$ cat src/hw/gpcn_defines.svh
// register indices, alias operations, field positions, reset values and timing
// counts for the gpio port with change notification
// assumes: included by the package and the testbench by its bare name
`ifndef GPCN_DEFINES_SVH
`define GPCN_DEFINES_SVH

// register selectors
`define GPCN_REG_DIR 4'h0
`define GPCN_REG_LAT 4'h1
`define GPCN_REG_ODC 4'h2
`define GPCN_REG_ANSEL 4'h3
`define GPCN_REG_PIN 4'h4
`define GPCN_REG_CNCON 4'h5
`define GPCN_REG_CEN_A 4'h6
`define GPCN_REG_CEN_B 4'h7
`define GPCN_REG_CNF 4'h8
`define GPCN_REG_CNSTAT 4'h9

// alias operations, matching the +0x0/+0x4/+0x8/+0xc alias offsets
`define GPCN_OP_BASE 2'h0
`define GPCN_OP_CLR 2'h1
`define GPCN_OP_SET 2'h2
`define GPCN_OP_INV 2'h3

// change-notify control fields
`define GPCN_CNCON_ON 15
`define GPCN_CNCON_STYLE 11
`define GPCN_CNCON_MERGE 0

// reset values
`define GPCN_DIR_RST 16'hffff
`define GPCN_ANSEL_RST 16'hffff

// read synchroniser depth in system clocks
`define GPCN_SYNC_STAGES 3

`endif

$ cat src/hw/gpcn_pkg.sv
// types shared by the gpio port with change notification
// assumes: gpcn_defines.svh is on the include path
package gpcn_pkg;
`include "gpcn_defines.svh"

    typedef struct packed {
        logic valid;
        logic write;
        logic port;
        logic [3:0] sel;
        logic [1:0] op;
        logic [31:0] data;
    } gpcn_cmd_t;

endpackage

$ cat src/hw/gpcn_port.sv
// two 16-bit gpio ports with direction, latch, open-drain, analog select,
// port merging and input change notification
// assumes: pins arrive asynchronously; commands come from logic on clock_i
module gpcn_port #(
    parameter int W = 16
) (
    input wire logic clock_i,
    input wire logic sys_rst_i,
    input gpcn_pkg::gpcn_cmd_t cmd_i,
    input wire logic [2*W-1:0] pin_i,
    output logic [2*W-1:0] pin_o,
    output logic [2*W-1:0] pin_oe_n_o,
    output logic [31:0] rd_data_o,
    output logic rd_valid_o,
    output logic irq_o
);
    import gpcn_pkg::*;

    logic [W-1:0] dir [2], lat [2], odc [2], ansel [2];
    logic [W-1:0] cen_a [2], cen_b [2], cnf [2], cnstat [2], last_rd [2];
    logic [W-1:0] next_dir [2], next_lat [2], next_odc [2], next_ansel [2];
    logic [W-1:0] next_cen_a [2], next_cen_b [2], next_cnf [2], next_cnstat [2], next_last_rd [2];
    logic on [2], style [2], next_on [2], next_style [2];
    logic merge, next_merge;
    logic [2*W-1:0] samp, samp_prev, next_pin_o, next_oe_n;
    logic [31:0] next_rd_data;
    logic next_rd_valid, next_irq;

    initial
    begin
        if (W < 1 || W > 16)
            $error("gpcn_port: port width must be 1 to 16");
    end

    gpcn_sync #(.W(2*W), .STAGES(`GPCN_SYNC_STAGES)) u_sync (
        .clock_i(clock_i),
        .sys_rst_i(sys_rst_i),
        .d_i(pin_i),
        .q_o(samp)
    );

    function automatic logic [W-1:0] apply_op(input logic [W-1:0] old, input logic [W-1:0] d,
                                               input logic [1:0] op);
        case (op)
            `GPCN_OP_CLR: apply_op = old & ~d;
            `GPCN_OP_SET: apply_op = old | d;
            `GPCN_OP_INV: apply_op = old ^ d;
            default: apply_op = d;
        endcase
    endfunction
    function automatic logic [W-1:0] reg_view(input int p, input logic [3:0] sel,
                                               input logic [W-1:0] pins);
        case (sel)
            `GPCN_REG_DIR: reg_view = dir[p];
            `GPCN_REG_LAT: reg_view = lat[p];
            `GPCN_REG_ODC: reg_view = odc[p];
            `GPCN_REG_ANSEL: reg_view = ansel[p];
            `GPCN_REG_PIN: reg_view = pins & ~ansel[p];
            `GPCN_REG_CEN_A: reg_view = cen_a[p];
            `GPCN_REG_CEN_B: reg_view = cen_b[p];
            `GPCN_REG_CNF: reg_view = cnf[p];
            `GPCN_REG_CNSTAT: reg_view = cnstat[p];
            default: reg_view = '0;
        endcase
    endfunction
    always_comb
    begin
        logic hit;
        logic pin_rd;
        logic [W-1:0] d, s, sp, rise, fall, ev;
        hit = 1'b0;
        pin_rd = 1'b0;
        d = '0;
        s = '0;
        sp = '0;
        rise = '0;
        fall = '0;
        ev = '0;
        next_merge = merge;
        for (int p = 0; p < 2; p++)
        begin
            next_dir[p] = dir[p];
            next_lat[p] = lat[p];
            next_odc[p] = odc[p];
            next_ansel[p] = ansel[p];
            next_cen_a[p] = cen_a[p];
            next_cen_b[p] = cen_b[p];
            next_cnf[p] = cnf[p];
            next_cnstat[p] = cnstat[p];
            next_last_rd[p] = last_rd[p];
            next_on[p] = on[p];
            next_style[p] = style[p];
            // merged port 0 accesses carry the next port in the upper half
            hit = cmd_i.valid && (cmd_i.port == 1'(p) || (p == 1 && merge && !cmd_i.port));
            d = (cmd_i.port == 1'(p)) ? cmd_i.data[W-1:0] : cmd_i.data[16+W-1:16];
            s = samp[p*W +: W];
            sp = samp_prev[p*W +: W];
            pin_rd = hit && !cmd_i.write && cmd_i.sel == `GPCN_REG_PIN && cmd_i.op == `GPCN_OP_BASE;
            if (hit && cmd_i.write)
            begin
                case (cmd_i.sel)
                    `GPCN_REG_DIR: next_dir[p] = apply_op(dir[p], d, cmd_i.op);
                    `GPCN_REG_LAT, `GPCN_REG_PIN: next_lat[p] = apply_op(lat[p], d, cmd_i.op);
                    `GPCN_REG_ODC: next_odc[p] = apply_op(odc[p], d, cmd_i.op);
                    `GPCN_REG_ANSEL: next_ansel[p] = apply_op(ansel[p], d, cmd_i.op);
                    `GPCN_REG_CEN_A: next_cen_a[p] = apply_op(cen_a[p], d, cmd_i.op);
                    `GPCN_REG_CEN_B: next_cen_b[p] = apply_op(cen_b[p], d, cmd_i.op);
                    `GPCN_REG_CNF: next_cnf[p] = apply_op(cnf[p], d, cmd_i.op);
                    `GPCN_REG_CNCON:
                    begin
                        if (cmd_i.port == 1'(p))
                        begin
                            next_on[p] = apply_op(W'(on[p]), W'(cmd_i.data[`GPCN_CNCON_ON]), cmd_i.op) != '0;
                            next_style[p] = apply_op(W'(style[p]), W'(cmd_i.data[`GPCN_CNCON_STYLE]),
                                                     cmd_i.op) != '0;
                            // only the lower port owns a merge partner
                            if (p == 0)
                                next_merge = apply_op(W'(merge), W'(cmd_i.data[`GPCN_CNCON_MERGE]),
                                                      cmd_i.op) != '0;
                        end
                    end
                    default: ;
                endcase
            end
            rise = s & ~sp;
            fall = ~s & sp;
            if (style[p])
                ev = (cen_a[p] & rise) | (cen_b[p] & fall);
            else
                ev = cen_a[p] & (s ^ last_rd[p]);
            ev = ev & dir[p] & {W{on[p]}};
            next_cnf[p] = next_cnf[p] | ev;
            if (pin_rd)
            begin
                next_cnstat[p] = '0;
                next_last_rd[p] = s;
            end
            next_cnstat[p] = next_cnstat[p] | (s ^ sp);
        end
        // outputs take the settings already in force; a change shows one cycle later
        for (int p = 0; p < 2; p++)
        begin
            next_pin_o[p*W +: W] = lat[p];
            next_oe_n[p*W +: W] = dir[p] | (odc[p] & lat[p]);
        end
        next_rd_valid = cmd_i.valid && !cmd_i.write;
        next_rd_data = '0;
        // alias reads answer zero
        if (next_rd_valid && cmd_i.op == `GPCN_OP_BASE)
        begin
            if (cmd_i.sel == `GPCN_REG_CNCON)
            begin
                next_rd_data[`GPCN_CNCON_ON] = on[cmd_i.port];
                next_rd_data[`GPCN_CNCON_STYLE] = style[cmd_i.port];
                next_rd_data[`GPCN_CNCON_MERGE] = !cmd_i.port && merge;
            end
            else if (cmd_i.port)
                next_rd_data = {16'h0000, 16'(reg_view(1, cmd_i.sel, samp[W +: W]))};
            else
                next_rd_data = {merge ? 16'(reg_view(1, cmd_i.sel, samp[W +: W])) : 16'h0000,
                                16'(reg_view(0, cmd_i.sel, samp[0 +: W]))};
        end
        next_irq = (on[0] && (|cnf[0])) || (on[1] && (|cnf[1]));
    end

    always_ff @(posedge clock_i)
    begin
        if (sys_rst_i)
        begin
            for (int p = 0; p < 2; p++)
            begin
                dir[p] <= W'(`GPCN_DIR_RST);
                ansel[p] <= W'(`GPCN_ANSEL_RST);
                lat[p] <= '0;
                odc[p] <= '0;
                cen_a[p] <= '0;
                cen_b[p] <= '0;
                cnf[p] <= '0;
                cnstat[p] <= '0;
                last_rd[p] <= '0;
                on[p] <= 1'b0;
                style[p] <= 1'b0;
            end
            merge <= 1'b0;
            samp_prev <= '0;
            pin_o <= '0;
            pin_oe_n_o <= '1;
            rd_data_o <= '0;
            rd_valid_o <= 1'b0;
            irq_o <= 1'b0;
        end
        else
        begin
            dir <= next_dir;
            ansel <= next_ansel;
            lat <= next_lat;
            odc <= next_odc;
            cen_a <= next_cen_a;
            cen_b <= next_cen_b;
            cnf <= next_cnf;
            cnstat <= next_cnstat;
            last_rd <= next_last_rd;
            on <= next_on;
            style <= next_style;
            merge <= next_merge;
            samp_prev <= samp;
            pin_o <= next_pin_o;
            pin_oe_n_o <= next_oe_n;
            rd_data_o <= next_rd_data;
            rd_valid_o <= next_rd_valid;
            irq_o <= next_irq;
        end
    end

    logic rd_pin0, wr_any;
    assign rd_pin0 = cmd_i.valid && !cmd_i.write && !cmd_i.port && cmd_i.sel == `GPCN_REG_PIN
                     && cmd_i.op == `GPCN_OP_BASE;
    assign wr_any = cmd_i.valid && cmd_i.write;
endmodule

$ cat src/hw/gpcn_sync.sv
// multi-stage pin synchroniser
// assumes: d_i is asynchronous to clock_i; only the last stage is read outside
module gpcn_sync #(
    parameter int W = 16,
    parameter int STAGES = 3
) (
    input wire logic clock_i,
    input wire logic sys_rst_i,
    input wire logic [W-1:0] d_i,
    output logic [W-1:0] q_o
);
    import gpcn_pkg::*;

    logic [W-1:0] stage [STAGES];
    logic [W-1:0] next_stage [STAGES];

    initial
    begin
        if (STAGES < 2 || W < 1)
            $error("gpcn_sync: needs at least two stages and one bit");
    end

    always_comb
    begin
        next_stage[0] = d_i;
        for (int i = 1; i < STAGES; i++)
            next_stage[i] = stage[i-1];
    end

    always_ff @(posedge clock_i)
    begin
        for (int i = 0; i < STAGES; i++)
            stage[i] <= sys_rst_i ? '0 : next_stage[i];
    end

    assign q_o = stage[STAGES-1];
endmodule

$ cat config.mk
export PLATFORM = sky130hd
export DESIGN_NAME = gpcn_port
export DESIGN_NICKNAME = d
export VERILOG_FILES = /design/src/hw/gpcn_pkg.sv /design/src/hw/gpcn_port.sv /design/src/hw/gpcn_sync.sv
export VERILOG_INCLUDE_DIRS = /design/src /design/src/hw
export SDC_FILE = /design/constraint.sdc
export NUM_CORES = 1
export LEC_CHECK = 0
export BUFFER_PORTS_ARGS = -buffer_cell sky130_fd_sc_hd__buf_2
export CORE_MARGIN = 2
export CORE_UTILIZATION = 35
export DETAILED_ROUTE_END_ITERATION = 12
export PLACE_DENSITY = 0.55
export RECOVER_POWER = 25
export SKIP_CTS_REPAIR_TIMING = 1
export SYNTH_ARGS = -nofsm -noshare
export SYNTH_HDL_FRONTEND = slang
export SYNTH_SLANG_ARGS = --single-unit
$ cat constraint.sdc
create_clock -name clock_i -period 3.3 [get_ports clock_i]
set_input_delay 0 -clock clock_i [delete_from_list [all_inputs] [get_ports clock_i]]
set_output_delay 0 -clock clock_i [all_outputs]
set_load 0.02 [all_outputs]
==> flow_metrics.env <==
export IMPL_outcome="complete, but fails checks"
export IMPL_violations="hold timing, capacitance limit, slew limit"
export IMPL_drv_cap=1
export IMPL_synth_cell_type_count=67
export IMPL_drc=0
export IMPL_antenna_found_initial=15
export IMPL_drive_gt1_share_pct=9.93
export IMPL_wirelength_um=125000
export IMPL_worst_pin_slew_ns=1.73
export IMPL_die_w_um=309
export IMPL_synthArstFlopShare_pct=0
export IMPL_worstPathRequired_ns=3.71
export IMPL_std_cell_rows=111
export IMPL_synth_area_per_cell_um2=8.55
export IMPL_synth_area_mux_share_pct=4.63
export IMPL_final_cell_mix="ha_1 (522), dfxtp_1 (519), nand2_1 (394), inv_1 (373), nor2_1 (334)"
export IMPL_synthAdderAreaFrac_pct=20.1
export IMPL_n_fill_cell=9387
export IMPL_p_leak_nw=16.0
export IMPL_hp_class="input port to flip-flop"
export IMPL_fmax_mhz=424
export IMPL_die_area_um2=95500
export IMPL_min_period_over_period_pct=71.5
export IMPL_setup_tns_ns=0
export IMPL_grt_max_degree=177
export IMPL_period_minus_slack_ns=2.36
export IMPL_numCtsBuffers=66
export IMPL_slew_limit_headroom_pct=-15.3
export IMPL_dp_hpwl_um=87600
export IMPL_initial_core_util_pct=35.4
export IMPL_startpoint_type="input port"
export IMPL_drt_iter0_markers=3192
export IMPL_wire_per_inst_um=23.6
export IMPL_drt_pass1_iterations=6
export IMPL_grt_pass1_vias=26830
export IMPL_syn_instance_count=3809
export IMPL_synth_ff_type="dfxtp_1"
export IMPL_final_antenna_net_count=0
export IMPL_ys_ff_latch=519
export IMPL_synth_top_family_by_area="compound AO/OA/AOI/OAI gates"
export IMPL_end_kind="flip-flop"
export IMPL_holdWs_ns=-0.0628
export IMPL_clock_sinks=519
export IMPL_viasPerCell=5.53
export IMPL_path_class="input port to flip-flop"
export IMPL_hold_viol=5
export IMPL_tritoncts="done"
export IMPL_crit_path_max_fanout=124
export IMPL_synth_seq_area_share_pct=31.9
export IMPL_power_mw=16.0
export IMPL_root_buffer="clkbuf_16"
export IMPL_io_pins=173
export IMPL_track_usage_pct=25.7
export IMPL_slew_viol_final=125
export IMPL_grt_overflow=0
export IMPL_setup_viol=0
export IMPL_critPathArrivalTime_ns=2.76
export IMPL_multiInputGateArea_um2=19800
export IMPL_skew_ns=0.0418
export IMPL_final_common_cell="ha_1"
export IMPL_vias=29201
export IMPL_core_um2=91900
export IMPL_rsz0062_at_grt="false"
export IMPL_grt_pass1_wl_um=183000
export IMPL_powerDensity_nw_per_um2=422
export IMPL_place_congestion=0.987
export IMPL_fin_nets=4591
export IMPL_h_tree_depth=3
export IMPL_ff_latch_area_um2=10400
export IMPL_die_h_um=309
export IMPL_synth_compound_area_share_pct=22.1
export IMPL_io_buffers=172
export IMPL_synthesis_area_um2=32600
export IMPL_syn_num_nets=4406
export IMPL_synth_simple_gate_area_share_pct=12.9
export IMPL_clockBufferDepth=3
export IMPL_ys_warn_count=0
export IMPL_syn2layout_area_growth_pct=16.2
export IMPL_synth_xor_xnor_area_share_pct=0.861
export IMPL_clock_latency_ns=0.62
export IMPL_clk_pin_slew_ns=0.06
export IMPL_ir_worst_vdd_mv=0.265
export IMPL_synth_edf_count=0
-- power by group --
group	switching (mW)	internal [mW]
registers	0.0980	6.37
clock network	2.99	4.50
logic	1.27	0.742
total	4.36	11.6
-- stage by stage --
stage / hold slack [ns] / std cells / cell area (um^2) / util (%) / setup slack (ns)
finish: -0.0628 / 5283 / 37800 / 41.2 / 0.941
global route: 0.0156 / 5280 / 37800 / 41.2 / 0.675
CTS: -0.441 / 5224 / 37400 / 40.7 / 1.11
detailed placement: 0.212 / 5113 / 35200 / 38.3 / 0.563
global placement: 0.216 / 5113 / 35200 / 38.3 / 0.646
floorplan: 0.128 / 3809 / 32600 / - / 0.782
-- worst paths after layout --
| kind | startpoint | to | slack [ns] | cells past startpoint |
|---|---|---|---|---|
| max reg2reg | merge | odc[1] | 0.97 | 6 |
| max | sys_rst_i | pin_oe_n_o[21] | 0.94 | 5 |
| min | cmd_i[33] | odc[14] | -0.06 | 4 |
| min reg2reg | u_sync.stage[0][54] | u_sync.stage[0][86] | 0.42 | 1 |
-- synth_stat cells (6+ instances only) --
cell type / number / area share (%)
o22ai_1: 51 / 0.98
a221oi_1: 135 / 3.6
o21ai_0: 235 / 3.6
a311oi_1: 14 / 0.38
nor2_1: 334 / 3.8
a2111o_1: 32 / 1.1
a22o_1: 8 / 0.22
dfxtp_1: 519 / 32
nand2_1: 394 / 4.5
clkbuf_1: 188 / 2.2
buf_2: 29 / 0.45
a22oi_1: 103 / 2.4
mux2i_1: 127 / 3.9
and2_1: 7 / 0.13
nor2b_1: 107 / 2.1
nand2_2: 20 / 0.38
nor3_1: 11 / 0.17
a21oi_1: 135 / 2.1
a31oi_1: 35 / 0.67
buf_6: 9 / 0.31
a21oi_2: 12 / 0.32
inv_1: 373 / 4.3
a211oi_1: 60 / 1.4
a211o_1: 67 / 1.8
xor2_1: 32 / 0.86
ha_1: 522 / 20
nand3_1: 24 / 0.37
o221ai_1: 7 / 0.19
a221o_1: 73 / 2.2
mux4_2: 8 / 0.55
a32oi_1: 6 / 0.16
nor4_1: 11 / 0.21
buf_1: 29 / 0.33
nand2b_1: 15 / 0.29
-- cells by family after synthesis --
| family | count (synthesis) |
|---|---|
| XOR/XNOR | 32 |
| AND/OR/NAND/NOR | 958 |
| adder cells (fa/ha/maj) | 522 |
| flip-flops | 519 |
| AO/OA/AOI/OAI | 1008 |
| buffers and inverters | 630 |
| multiplexers | 140 |
-- worst max-delay path, stage by stage --
cell and delay, ns:
dlygate4sd3_1 0.56, buf_8 0.41, clkbuf_4 1.22, nor2_1 0.04
o21ai_0 0.44
-- flip-flops by register name (all words and copies together), names as in the netlist, 2 cells and up --
name          flops
odc              32
last_rd          32
cen_a            32
on                2
style             2
dir              32
cen_b            32
lat              32
ansel            32
cnf              32
pin_o            32
cnstat           32
u_sync.stage     96
rd_data_o        32
pin_oe_n_o       32
samp_prev        32
-- layer usage --
metal | track usage, % | wire length, um | up-vias
met1 | 38.0 | 58300 | 13896
met3 | 5.96 | 12700 | 262
met4 | 10.3 | 4950 | 12
met5 | 0 | 72 | -
met2 | 35.2 | 48800 | 1288
li1 | - | - | 13743
-- area by class of cell --
type                            count  area share (%)
Multi-Input combinational cell   2660            52.3
Clock buffer                       90            5.15
Antenna cell                        3          0.0198
Timing Repair Buffer              372            6.64
Sequential cell                   519            27.5
Tap cell                         1243            4.11
Inverter                          375            3.72
Clock inverter                     21           0.618
Note: power is estimated with default switching activity, not from simulation.
